==> config.mk <==
export PLATFORM = sky130hd
export DESIGN_NAME = mirqr_regs
export DESIGN_NICKNAME = d
export VERILOG_FILES = /design/src/shared/mirqr_pkg.sv /design/src/hw/mirqr_regs.sv
export SDC_FILE = /design/constraint.sdc
export NUM_CORES = 1
export LEC_CHECK = 0
export BUFFER_PORTS_ARGS = -buffer_cell sky130_fd_sc_hd__buf_2
export CORE_MARGIN = 1
export CORE_UTILIZATION = 50
export CTS_BUF_LIST = sky130_fd_sc_hd__clkbuf_8
export DETAILED_ROUTE_END_ITERATION = 10
export MAX_ROUTING_LAYER = met4
export PLACE_DENSITY = 0.72
export SYNTH_ARGS = -nofsm -noshare
export SYNTH_HDL_FRONTEND = slang
export SYNTH_SLANG_ARGS = --single-unit
export TNS_END_PERCENT = 1
==> constraint.sdc <==
create_clock -name clk_sys_i -period 4.67 [get_ports clk_sys_i]
set_input_delay 0.2335 -clock clk_sys_i [delete_from_list [all_inputs] [get_ports clk_sys_i]]
set_output_delay 0.2335 -clock clk_sys_i [all_outputs]
set_load 0.1 [all_outputs]
==> src/shared/mirqr_pkg.sv <==
package mirqr_pkg;
	// host interface address spaces
	localparam logic [2:0] HADDR_HOLD0 = 3'h0;
	localparam logic [2:0] HADDR_HOLD3 = 3'h3;
	localparam logic [2:0] HADDR_XFER = 3'h4;
	// control word numbers
	localparam logic [7:0] CW_IRQ_STATUS = 8'h08;
	localparam logic [7:0] CW_IRQ_ENABLE = 8'h09;
	localparam logic [7:0] CW_CARRIER_INC = 8'h0a;
	localparam logic [7:0] CW_SYMBOL_INC = 8'h0b;
	localparam logic [7:0] CW_UPPER_CLAMP = 8'h0c;
	localparam logic [7:0] CW_LOWER_CLAMP = 8'h0d;
	localparam logic [7:0] CW_FIFO_CLEAR = 8'h0e;
	localparam logic [7:0] CW_STAGING_UPDATE = 8'h0f;
	localparam logic [7:0] CW_SOFT_RESET = 8'h10;
	localparam logic [7:0] CW_SHAPING_SEED = 8'h11;
	localparam logic [7:0] CW_SAMPLE_LOAD = 8'h12;
	// data value that holds soft reset on
	localparam logic [7:0] SOFT_RESET_CODE = 8'h10;
	// status and enable bit positions
	localparam int BIT_FIFO_FULL = 6;
	localparam int BIT_FIFO_EMPTY = 5;
	localparam int BIT_FIFO_OVERFLOW = 4;
	localparam int BIT_FIFO_UNDERFLOW = 3;
	localparam int BIT_DIGITAL_LOCK = 2;
	localparam int BIT_ANALOG_LOCK = 1;
	localparam int BIT_RESET_DONE = 0;
	localparam logic [7:0] IRQ_USED_MASK = 8'h7f;
	// reset values
	localparam logic [7:0] RST_IRQ_STATUS = 8'h00;
	localparam logic [7:0] RST_IRQ_ENABLE = 8'h00;
	localparam logic [31:0] RST_CARRIER_INC = 32'h0000_0000;
	localparam logic [31:0] RST_SYMBOL_INC = 32'h0000_0000;
	localparam logic [31:0] RST_UPPER_CLAMP = 32'h07ff_ffff;
	localparam logic [31:0] RST_LOWER_CLAMP = 32'h0000_0000;
	localparam logic [18:0] RST_SHAPING_SEED = 19'h0_0000;
	localparam int SEED_W = 19;
	localparam int SAMPLE_W = 16;
endpackage

==> src/hw/mirqr_regs.sv <==
`timescale 1ns/1ps
// Function
// - An 8-bit interrupt status register holds FIFO full, empty, overflow, underflow, digital lock, analog lock and reset done in bits 6 to 0, bit 7 unused, all reset to 0.
// - An 8-bit interrupt enable register matches the status bits one for one, bit 7 unused, reset to 0.
// - A 32-bit carrier oscillator phase increment resets to zero and sets the carrier step.
// - A 32-bit symbol oscillator phase increment resets to zero and sets the symbol rate step.
// - A 32-bit loop filter upper clamp resets to 7FFFFFF hex.
// - A 32-bit loop filter lower clamp resets to zero.
// - Any write to control word 0x0E gives a one-cycle FIFO clear pulse.
// - Any write to control word 0x0F gives an update pulse copying a holding register byte into the staging buffer.
// - Writing 0x10 to address 4 raises soft reset, which stays until another value is written there.
// - A 19-bit seed at control word 0x11 preloads the shaping filter accumulators.
// - A write to control word 0x12 enables loading strobed 16-bit samples into the FIFO.
module mirqr_regs #(
	parameter int SAMPLE_W = mirqr_pkg::SAMPLE_W,
	parameter int SEED_W = mirqr_pkg::SEED_W
) (
	input wire logic clk_sys_i,
	input wire logic rst_n_i,
	input wire logic clk_en_i,
	// host control interface pins
	input wire logic host_ce_n_i,
	input wire logic host_wr_n_i,
	input wire logic [2:0] host_addr_i,
	input wire logic [7:0] control_data_bus_i,
	output logic [7:0] control_data_bus_o,
	output logic control_data_bus_oe_o,
	// sample input pins
	input wire logic [SAMPLE_W-1:0] sample_bus_i,
	input wire logic input_sample_strobe_i,
	output logic sample_ready_o,
	// events from the datapath, same clock
	input wire logic [6:1] status_event_i,
	// fields to the datapath
	output logic [31:0] carrier_inc_o,
	output logic [31:0] symbol_inc_o,
	output logic [31:0] upper_clamp_o,
	output logic [31:0] lower_clamp_o,
	output logic [SEED_W-1:0] accumulator_seed_o,
	output logic [31:0] staging_buffer_o,
	output logic fifo_clear_pulse_o,
	output logic staging_update_pulse_o,
	output logic soft_reset_o,
	output logic irq_o,
	// sample stream toward the fifo
	output logic [SAMPLE_W-1:0] fifo_data_o,
	output logic fifo_valid_o,
	input wire logic fifo_ready_i
);
	localparam int PIN_W = 1 + 1 + 3 + 8 + 1 + SAMPLE_W;

	logic [PIN_W-1:0] pin_meta_r;
	logic [PIN_W-1:0] pin_sync_r;
	logic ce_n_s;
	logic wr_n_s;
	logic [2:0] addr_s;
	logic [7:0] data_s;
	logic strb_s;
	logic [SAMPLE_W-1:0] din_s;
	logic wr_n_d_r;
	logic strb_d_r;
	logic host_write;
	logic xfer_write;
	logic [7:0] cw_num;
	logic [7:0] hold_r [4];
	logic [31:0] hold_word;
	logic [7:0] sel_word_r;
	logic [7:0] irq_status_r;
	logic [7:0] irq_status_nxt;
	logic [7:0] irq_enable_r;
	logic [31:0] carrier_inc_r;
	logic [31:0] symbol_inc_r;
	logic [31:0] upper_clamp_r;
	logic [31:0] lower_clamp_r;
	logic [SEED_W-1:0] seed_r;
	logic fifo_clear_r;
	logic update_r;
	logic soft_reset_r;
	logic soft_reset_d_r;
	logic [1:0] byte_ptr_r;
	logic [31:0] staging_r;
	logic load_en_r;
	logic [31:0] read_word;
	logic [7:0] read_byte;
	logic [7:0] rdata_r;
	logic rd_oe_r;
	logic [SAMPLE_W-1:0] buf_data_r [2];
	logic buf_wp_r;
	logic buf_rp_r;
	logic [1:0] buf_cnt_r;
	logic buf_in_valid;
	logic buf_in_ready;
	logic buf_push;
	logic buf_pop;

	// two-flop synchroniser for every pin input
	always_ff @(posedge clk_sys_i or negedge rst_n_i)
	begin
		if (!rst_n_i)
		begin
			pin_meta_r <= {1'b1, 1'b1, {(PIN_W-2){1'b0}}};
			pin_sync_r <= {1'b1, 1'b1, {(PIN_W-2){1'b0}}};
		end
		else if (clk_en_i)
		begin
			pin_meta_r <= {host_ce_n_i, host_wr_n_i, host_addr_i, control_data_bus_i,
				input_sample_strobe_i, sample_bus_i};
			pin_sync_r <= pin_meta_r;
		end
	end

	// unpack synchronised pins
	assign {ce_n_s, wr_n_s, addr_s, data_s, strb_s, din_s} = pin_sync_r;

	// delayed copies for edge detection
	always_ff @(posedge clk_sys_i or negedge rst_n_i)
	begin
		if (!rst_n_i)
		begin
			wr_n_d_r <= 1'b1;
			strb_d_r <= 1'b0;
		end
		else if (clk_en_i)
		begin
			wr_n_d_r <= wr_n_s;
			strb_d_r <= strb_s;
		end
	end

	// a write completes on the rising edge of the write strobe
	assign host_write = wr_n_s & ~wr_n_d_r & ~ce_n_s;
	assign xfer_write = host_write && (addr_s == mirqr_pkg::HADDR_XFER);
	assign cw_num = data_s;
	assign hold_word = {hold_r[3], hold_r[2], hold_r[1], hold_r[0]};

	// holding register bytes at host addresses 0 to 3
	always_ff @(posedge clk_sys_i or negedge rst_n_i)
	begin
		if (!rst_n_i)
		begin
			for (int i = 0; i < 4; i++)
			begin
				hold_r[i] <= 8'h00;
			end
		end
		else if (clk_en_i && host_write && addr_s <= mirqr_pkg::HADDR_HOLD3)
		begin
			hold_r[addr_s[1:0]] <= data_s;
		end
	end

	// word selected for readback follows the last transfer
	always_ff @(posedge clk_sys_i or negedge rst_n_i)
	begin
		if (!rst_n_i)
		begin
			sel_word_r <= mirqr_pkg::CW_IRQ_STATUS;
		end
		else if (clk_en_i && xfer_write)
		begin
			sel_word_r <= cw_num;
		end
	end

	// sticky status; a new event wins over a clear in the same cycle
	always_comb
	begin
		irq_status_nxt = irq_status_r;
		if (xfer_write && cw_num == mirqr_pkg::CW_IRQ_STATUS)
		begin
			irq_status_nxt = irq_status_nxt & ~hold_r[0];
		end
		irq_status_nxt[6:1] = irq_status_nxt[6:1] | status_event_i;
		if (soft_reset_d_r && !soft_reset_r)
		begin
			irq_status_nxt[mirqr_pkg::BIT_RESET_DONE] = 1'b1;
		end
		irq_status_nxt = irq_status_nxt & mirqr_pkg::IRQ_USED_MASK;
	end

	always_ff @(posedge clk_sys_i or negedge rst_n_i)
	begin
		if (!rst_n_i)
		begin
			irq_status_r <= mirqr_pkg::RST_IRQ_STATUS;
		end
		else if (clk_en_i)
		begin
			irq_status_r <= irq_status_nxt;
		end
	end

	// writable configuration words
	always_ff @(posedge clk_sys_i or negedge rst_n_i)
	begin
		if (!rst_n_i)
		begin
			irq_enable_r <= mirqr_pkg::RST_IRQ_ENABLE;
			carrier_inc_r <= mirqr_pkg::RST_CARRIER_INC;
			symbol_inc_r <= mirqr_pkg::RST_SYMBOL_INC;
			upper_clamp_r <= mirqr_pkg::RST_UPPER_CLAMP;
			lower_clamp_r <= mirqr_pkg::RST_LOWER_CLAMP;
			seed_r <= SEED_W'(mirqr_pkg::RST_SHAPING_SEED);
		end
		else if (clk_en_i && xfer_write)
		begin
			case (cw_num)
				mirqr_pkg::CW_IRQ_ENABLE: irq_enable_r <= hold_r[0] & mirqr_pkg::IRQ_USED_MASK;
				mirqr_pkg::CW_CARRIER_INC: carrier_inc_r <= hold_word;
				mirqr_pkg::CW_SYMBOL_INC: symbol_inc_r <= hold_word;
				mirqr_pkg::CW_UPPER_CLAMP: upper_clamp_r <= hold_word;
				mirqr_pkg::CW_LOWER_CLAMP: lower_clamp_r <= hold_word;
				mirqr_pkg::CW_SHAPING_SEED: seed_r <= hold_word[SEED_W-1:0];
				default: ;
			endcase
		end
	end

	// one-cycle strobes decoded from control word transfers
	always_ff @(posedge clk_sys_i or negedge rst_n_i)
	begin
		if (!rst_n_i)
		begin
			fifo_clear_r <= 1'b0;
			update_r <= 1'b0;
		end
		else if (clk_en_i)
		begin
			fifo_clear_r <= xfer_write && cw_num == mirqr_pkg::CW_FIFO_CLEAR;
			update_r <= xfer_write && cw_num == mirqr_pkg::CW_STAGING_UPDATE;
		end
	end

	// soft reset level held by the last value written to address 4
	always_ff @(posedge clk_sys_i or negedge rst_n_i)
	begin
		if (!rst_n_i)
		begin
			soft_reset_r <= 1'b0;
			soft_reset_d_r <= 1'b0;
		end
		else if (clk_en_i)
		begin
			if (xfer_write)
			begin
				soft_reset_r <= (data_s == mirqr_pkg::SOFT_RESET_CODE);
			end
			soft_reset_d_r <= soft_reset_r;
		end
	end

	// staging buffer fills one byte per update, lowest byte first
	always_ff @(posedge clk_sys_i or negedge rst_n_i)
	begin
		if (!rst_n_i)
		begin
			byte_ptr_r <= 2'd0;
			staging_r <= 32'h0000_0000;
		end
		else if (clk_en_i)
		begin
			if (soft_reset_r)
			begin
				byte_ptr_r <= 2'd0;
			end
			else if (update_r)
			begin
				staging_r[byte_ptr_r*8 +: 8] <= hold_r[byte_ptr_r];
				byte_ptr_r <= byte_ptr_r + 2'd1;
			end
		end
	end

	// sample loading armed by its strobe word, disarmed by fifo clear or soft reset
	always_ff @(posedge clk_sys_i or negedge rst_n_i)
	begin
		if (!rst_n_i)
		begin
			load_en_r <= 1'b0;
		end
		else if (clk_en_i)
		begin
			if (xfer_write && cw_num == mirqr_pkg::CW_SAMPLE_LOAD)
			begin
				load_en_r <= 1'b1;
			end
			else if (fifo_clear_r || soft_reset_r)
			begin
				load_en_r <= 1'b0;
			end
		end
	end

	// two-entry buffer between sample pins and fifo
	assign buf_in_valid = load_en_r & strb_s & ~strb_d_r;
	assign buf_in_ready = (buf_cnt_r != 2'd2);
	assign buf_push = buf_in_valid & buf_in_ready;
	assign buf_pop = fifo_valid_o & fifo_ready_i;
	assign fifo_valid_o = (buf_cnt_r != 2'd0);
	assign fifo_data_o = buf_data_r[buf_rp_r];
	assign sample_ready_o = buf_in_ready & load_en_r;

	always_ff @(posedge clk_sys_i or negedge rst_n_i)
	begin
		if (!rst_n_i)
		begin
			buf_wp_r <= 1'b0;
			buf_rp_r <= 1'b0;
			buf_cnt_r <= 2'd0;
			buf_data_r[0] <= '0;
			buf_data_r[1] <= '0;
		end
		else if (clk_en_i)
		begin
			if (fifo_clear_r)
			begin
				buf_wp_r <= 1'b0;
				buf_rp_r <= 1'b0;
				buf_cnt_r <= 2'd0;
			end
			else
			begin
				if (buf_push)
				begin
					buf_data_r[buf_wp_r] <= din_s;
					buf_wp_r <= ~buf_wp_r;
				end
				if (buf_pop)
				begin
					buf_rp_r <= ~buf_rp_r;
				end
				case ({buf_push, buf_pop})
					2'b10: buf_cnt_r <= buf_cnt_r + 2'd1;
					2'b01: buf_cnt_r <= buf_cnt_r - 2'd1;
					default: ;
				endcase
			end
		end
	end

	// readback of the selected word, byte chosen by host address
	always_comb
	begin
		case (sel_word_r)
			mirqr_pkg::CW_IRQ_STATUS: read_word = {24'h00_0000, irq_status_r};
			mirqr_pkg::CW_IRQ_ENABLE: read_word = {24'h00_0000, irq_enable_r};
			mirqr_pkg::CW_CARRIER_INC: read_word = carrier_inc_r;
			mirqr_pkg::CW_SYMBOL_INC: read_word = symbol_inc_r;
			mirqr_pkg::CW_UPPER_CLAMP: read_word = upper_clamp_r;
			mirqr_pkg::CW_LOWER_CLAMP: read_word = lower_clamp_r;
			mirqr_pkg::CW_SHAPING_SEED: read_word = {{(32-SEED_W){1'b0}}, seed_r};
			default: read_word = 32'h0000_0000;
		endcase
		if (addr_s == mirqr_pkg::HADDR_XFER)
		begin
			read_byte = sel_word_r;
		end
		else if (addr_s <= mirqr_pkg::HADDR_HOLD3)
		begin
			read_byte = read_word[addr_s[1:0]*8 +: 8];
		end
		else
		begin
			read_byte = 8'h00;
		end
	end

	// data bus driven while selected and not writing
	always_ff @(posedge clk_sys_i or negedge rst_n_i)
	begin
		if (!rst_n_i)
		begin
			rdata_r <= 8'h00;
			rd_oe_r <= 1'b0;
		end
		else if (clk_en_i)
		begin
			rdata_r <= read_byte;
			rd_oe_r <= ~ce_n_s & wr_n_s;
		end
	end

	// outputs
	assign control_data_bus_o = rdata_r;
	assign control_data_bus_oe_o = rd_oe_r;
	assign carrier_inc_o = carrier_inc_r;
	assign symbol_inc_o = symbol_inc_r;
	assign upper_clamp_o = upper_clamp_r;
	assign lower_clamp_o = lower_clamp_r;
	assign accumulator_seed_o = seed_r;
	assign staging_buffer_o = staging_r;
	assign fifo_clear_pulse_o = fifo_clear_r;
	assign staging_update_pulse_o = update_r;
	assign soft_reset_o = soft_reset_r;
	assign irq_o = |(irq_status_r & irq_enable_r);
endmodule

==> summary.txt, run 1 <==
Status
  • Status: finished, final reports clean

GRT
  • Total global-route track usage: 28.5%
  • GR peak layer: met2
  • M1 GR Usage: 39.8%
  • Met2 GRT Util: 42.7%
  • Pin count of the biggest net entering global routing: 113
  • Number of global-route vias before repair: 10.7k
  • Grt met3 use: 4.38%
  • Gr ovfl total: 0
  • Initial antenna violation count: 1
  • First-pass GRT wire length: 65400 um

Timing
  • RSZ-0062 raised after global routing: false
  • Final Max Slew Viols: 0
  • Final min period: 3.38 ns
  • Worst slew margin: 26.5%
  • Slew @ Worst Pin: 1.10 ns
  • Setup violations, final: 0
  • FMAX: 295 MHz
  • Final worst slack: 1.29 ns
  • Fin crit share: 72.5%
  • Fin. Hold Viols: 0
  • Setup tns final: 0 ns
  • Worst Clk Skew: 0.0223 ns

Critical path
  • Critical Path Most Common Cell: nor2_4
  • CP arrival: 3.84 ns
  • R2R depth: 6
  • CP max FO: 32
  • Required @ worst endpoint: 5.13 ns
  • RR Startpoint: pin_sync_r[25]
  • CP max stage delay: 0.82 ns
  • Setup crit end kind: flop
  • RR Endpoint: lower_clamp_o[31]
  • Startpoint Class: flop
  • CP max stage cell: nor2_4
  • Cell Chain, Critical Path: nor2_4, and2_1, nand3_4, or3b_4, nor2_4, mux2_2
  • WS Path Type: reg2reg
  • Internal reg-to-reg setup slack: 1.29 ns

Logic synthesis
  • Most used DFF post-synth: dfrtp_1
  • Post-Syn Area: 15300 um2
  • Synth Net Count: 1168
  • Async SR Flop Fraction: 100%
  • Synth area leader: dfrtp_1
  • Post-synth EDFFs: 0
  • Most frequent cell after synthesis: dfrtp_1
  • Syn_area_per_cell: 13.7 um2
  • Ranking of synthesized cells by area: dfrtp_1 51%, mux2_2 21%, dfstp_2 5.7%
  • Yosys reg bits: 347
  • Sequential area share after synthesis: 56.9%
  • Synth unique cells: 66
  • YS warnings: 0
  • Share of the synthesized area in the top cell type: 51.2%
  • Synth Instances: 1123
  • Most frequent cells after synthesis: 314 x dfrtp_1, 292 x mux2_2, 61 x nand2_1

Power
  • Switch Pwr: 2.32 mW
  • Seq pwr share: 49.6%
  • Share of total power in the clock network: 36.5%
  • Int Pwr: 5.22 mW
  • Logic pwr share: 13.9%
  • P_leak: 9.24 nW
  • Power per cell area: 408 nW/um2
  • Sw Ratio: 30.8%
  • VDD IR max: 0.280 mV

Run
  • MaxCap Viol Count: 0

Clock network
  • Maximum clock path buffer count: 3
  • Setup repair bufs after CTS: 0
  • Sink Count: 347
  • Root Driver: clkbuf_8
  • CTS tree: done
  • Clock transition at path regs: 0.06 ns
  • Number of H-tree levels: 2
  • Clock latency at the later pin of the worst-skew pair: 0.59 ns
  • TritonCTS Buffers: 56

Worst hold path
  • Hold-critical path depth: 4
  • Hold_sp: fifo_ready_i
  • Worst hold path type: in2reg
  • Hold Crit Endpoint: buf_rp_r

Final layout
  • Share of cells above drive strength 1: 48.6%
  • Filler instances: 2384
  • Util after Layout: 62.0%
  • Fin cells: 1850
  • Final nets: 1458
  • Synth-to-layout area growth: 20.7%

Floorplanning
  • Die W: 177 um
  • Full die area: 31400 um2
  • Initial core utilization: 51.3%
  • IO Pins: 250
  • Core area: 29900 um2
  • Chip Height: 177 um
  • Std cell rows: 63

Placement
  • Dpl cells: 1708
  • GP Congestion: 0.927
  • DPL Wire Length: 29600 um
  • I/O Buffers: 249
  • Setup WS pre-CTS: 1.33 ns

Drt
  • WL/cell: 23.1 um
  • Via count: 10.9k
  • Initial drt markers: 883
  • DRT antenna net count: 0
  • DR vias/cell: 5.90
  • DRC: 0
  • Post-Route WL: 42800 um
  • TritonRoute pass-1 iters: 6
==> kinds of logic after synthesis <==
kind of cell / share of synthesized area [%]
buf+inv: 2.42
simple gates: 5.81
compound gates: 7.82
mux: 26.6
fa+ha+maj: 0.408
xor+xnor: 0.0571
flops: 56.9
==> metrics by stage <==
stage | power, mW | cell area [um2] | hold WS (ns)
after global placement | 4.76 | 16900 | 0.353
after global routing | 7.83 | 18500 | 0.128
final | 7.54 | 18500 | 0.0952
after detailed placement | 4.79 | 16900 | 0.353
after floorplan | 4.29 | 15300 | -0.0621
after CTS | 7.56 | 18500 | 0.0674
==> worst max path at each step <==
stage	slack [ns]	startpoint	cells past startpoint	endpoint
3_3_place_gp	1.36	pin_sync_r[26]	6	lower_clamp_o[12]
4_1_cts	1.30	pin_sync_r[25]	6	lower_clamp_o[26]
3_5_place_dp	1.33	pin_sync_r[25]	6	lower_clamp_o[26]
5_1_grt	1.12	pin_sync_r[25]	6	lower_clamp_o[29]
2_1_floorplan	2.37	staging_update_pulse_o	5	staging_buffer_o[11]
6_report	1.29	pin_sync_r[25]	6	lower_clamp_o[31]
==> repair_timing <==
item                                   in CTS  in global routing
endpoints found under the hold margin     130                  0
hold buffers                               37                  0
resized for setup                           0                  0
==> power groups by stage <==
stage / sequential [mW] / clock, mW / combinational (mW)
floorplan: 3.52 / 0 / 0.772
global placement: 3.77 / 0 / 0.998
detailed placement: 3.77 / 0 / 1.02
CTS: 3.72 / 2.80 / 1.04
global route: 3.77 / 2.94 / 1.11
finish: 3.74 / 2.75 / 1.05
==> registers in the layout (all words and copies together), names as in the netlist, 7 cells and up <==
| signal | flops |
|---|---|
| accumulator_seed_o | 19 |
| buf_data_r | 32 |
| carrier_inc_o | 32 |
| control_data_bus_o | 8 |
| hold_r | 32 |
| irq_enable_r | 7 |
| irq_status_r | 7 |
| lower_clamp_o | 32 |
| pin_meta_r | 30 |
| pin_sync_r | 30 |
| sel_word_r | 8 |
| staging_buffer_o | 32 |
| symbol_inc_o | 32 |
| upper_clamp_o | 32 |
==> critical path, delay by kind of cell, from the launching register on <==
kind          cells  cell delay [ns]
simple gates      5             2.22
mux               1             0.42
flops             1             0.55
==> cell usage in the layout, fill, tap and decap left out, types with 5 or more instances in the layout <==
master and n:
dfstp_2 33, inv_1 24, nor2_1 37, o21ai_0 30, a222oi_1 6, mux4_2 7
buf_2 247, clkinv_2 9, mux2_2 292, nor3_1 8, mux2_4 7, a22oi_1 22
nand2_1 61, a221oi_1 7, clkbuf_8 75, dfrtp_1 313, o32a_1 5, mux2i_1 37
a21oi_1 25, a22o_1 31, nand2b_1 5, ha_1 5, buf_4 15, mux2_1 14
nand3_1 7, o22ai_1 19, dlygate4sd3_1 37
==> metal layers <==
layer / share of wire (%) / vias up
met5: 0 / -
met3: 6.4 / 83
met4: 2.7 / 0
li1: - / 4742
met2: 47 / 449
met1: 44 / 5649
==> cell type report <==
class / count / area (um2) / share of cell area (%)
well taps: 390 / 488 / 2.64
inverters: 8 / 30.0 / 0.162
clock inverters: 29 / 180 / 0.973
flip-flops and latches: 347 / 8730 / 47.1
repair buffers: 302 / 1770 / 9.59
clock buffers: 75 / 1030 / 5.58
diodes: 1 / 2.50 / 0.0135
multi-input cells: 698 / 6270 / 33.9
Power figures use the tool's default switching activity.
==> inputs of run 2 (changes only) <==
clock period = 3.4 ns   (was 4.67 ns; I/O delays follow)
==> run 2 against run 1 <==
Effect of this change:
- cell count up 1.1%
- count of clock-buffer cells in the layout unchanged
- sequential share of layout area decreased by 0.48 points
- first-iteration DRC count fell by 18%
- via count grew 0.29%
- register-to-register slack worse by 0.79 ns
- cell area up 1.0%
- global-route usage shrank 0.13 points
- critical path type unchanged
- critical endpoint is now carrier_inc_o[2]
- largest power group unchanged
==> summary.txt, run 2 (synthesis gave the netlist of run 1 again) <==
GRT
  • Met2 GRT Util: 42.9%
  • M1 GR Usage: 39.2%
  • Initial antenna violation count: 0
  • Gr ovfl total: 0
  • Total global-route track usage: 28.4%
  • Pin count of the biggest net entering global routing: 92
  • Number of global-route vias before repair: 10.9k
  • GR peak layer: met2
  • Grt met3 use: 4.81%
  • First-pass GRT wire length: 65400 um

Timing
  • FMAX: 344 MHz
  • Setup tns final: 0 ns
  • Fin. Hold Viols: 0
  • Worst slew margin: 39.2%
  • Worst Clk Skew: 0.0281 ns
  • Slew @ Worst Pin: 0.912 ns
  • Final Max Slew Viols: 0
  • Final min period: 2.90 ns
  • RSZ-0062 raised after global routing: false
  • Fin crit share: 85.4%
  • Setup violations, final: 0

Placement
  • I/O Buffers: 249
  • DPL Wire Length: 29600 um
  • Placed cell area: 17100 um2
  • Dpl cells: 1726
  • GP Congestion: 0.938

Final layout
  • Synth-to-layout area growth: 21.9%
  • Filler instances: 2387
  • Commonest cells after routing, fill and taps aside: 313 x dfrtp_1, 292 x mux2_2, 247 x buf_2
  • Final nets: 1478
  • Util after Layout: 62.6%
  • Final Instance Area: 18700 um2
  • Ant. Diodes: 0
  • Share of cells above drive strength 1: 49.1%
  • Fin cells: 1871
  • Commonest non-fill, non-tap cell in the layout: dfrtp_1

Critical path
  • Startpoint Class: flop
  • CP max FO: 18
  • CP arrival: 3.38 ns
  • WS Path Type: reg2reg
  • Setup crit end kind: flop
  • RR Startpoint: pin_sync_r[25]
  • Setup crit start: pin_sync_r[25]
  • Required @ worst endpoint: 3.88 ns

Run
  • MaxCap Viol Count: 0

Drt
  • DRC: 0
  • DR vias/cell: 5.86
  • Via count: 11.0k
  • DRT antenna net count: 0
  • Post-Route WL: 42900 um
  • WL/cell: 22.9 um
  • Initial drt markers: 723
  • TritonRoute pass-1 iters: 5

Floorplanning
  • Initial core utilization: 51.3%
  • Chip Height: 177 um
  • Core area: 29900 um2
  • Die W: 177 um
  • Full die area: 31400 um2
  • Std cell rows: 63
  • IO Pins: 250

Power
  • Power per cell area: 564 nW/um2
  • VDD IR max: 0.337 mV
  • P_leak: 9.38 nW

Clock network
  • Setup repair bufs after CTS: 0
  • Clock transition at path regs: 0.06 ns
  • Root Driver: clkbuf_8
  • Number of H-tree levels: 2
  • Gates resized, CTS repair: 0
  • Maximum clock path buffer count: 3
  • CTS tree: done
  • TritonCTS Buffers: 57
  • Clock latency at the later pin of the worst-skew pair: 0.59 ns
  • Sink Count: 347

Worst hold path
  • Worst hold path type: in2reg
  • Hold_sp: fifo_ready_i

Status
  • Status: finished, final reports clean
run 2: changes by cell type in the layout (fill, tap and decap cells not counted), sizes merged:
| cell | delta |
|---|---|
| buf | +18 |
| bufinv | +1 |
| clkinvlp | -2 |
| diode | -1 |
| dlygate4sd3 | +1 |
| inv | +4 |
run 2: metrics by stage:
step | hold WS [ns] | total power, mW | setup slack [ns]
global route | 0.0361 | 10.9 | 0.277
global placement | 0.198 | 6.63 | 0.634
finish | 0.0340 | 10.5 | 0.497
floorplan | -0.126 | 5.90 | 1.10
CTS | 0.00439 | 10.6 | 0.515
detailed placement | 0.202 | 6.67 | 0.525
run 2: area by class of cell:
| class | instances | area (um2) | share of cell area, % |
|---|---|---|---|
| inverters | 8 | 30.0 | 0.161 |
| well taps | 390 | 488 | 2.61 |
| flip-flops and latches | 347 | 8730 | 46.7 |
| multi-input cells | 698 | 6270 | 33.6 |
| clock inverters | 32 | 215 | 1.15 |
| clock buffers | 75 | 1030 | 5.52 |
| repair buffers | 321 | 1930 | 10.3 |
run 2: routing by layer:
metal  wire (um)  up-vias
met3        2790       71
met1       19000     5679
met5           0        -
met4         990        0
li1            -     4801
met2       20100      404
run 2: final timing paths:
path | end | slack, ns | cells past startpoint
max in group asynchronous | control_data_bus_o[0] | 2.29 | 3
min in group asynchronous | symbol_inc_o[21] | 0.15 | 2
worst max register to register | carrier_inc_o[2] | 0.50 | 7
worst min-delay path | buf_rp_r | 0.03 | 4
worst min register to register | staging_buffer_o[23] | 0.48 | 2
worst max-delay path | carrier_inc_o[2] | 0.50 | 7
run 2: repair_timing:
action,CTS,global route
setup endpoints to repair,0,0
endpoints found under the hold margin,109,0
hold buffers,38,0
run 2: worst max-delay path, cell delays in order (launching register included):
cell	delay, ns
dfrtp_1	0.56
nor2_4	0.23
and2_1	0.39
nand4_1	0.32
nor2_1	0.16
nand2_1	0.40
buf_4	0.40
mux2_2	0.31
run 2: report_power, final:
| part | switching, mW | internal, mW |
|---|---|---|
| Clock | 1.65 | 2.20 |
| Combinational | 0.967 | 0.656 |
| Sequential | 0.635 | 4.43 |
| Total | 3.26 | 7.29 |
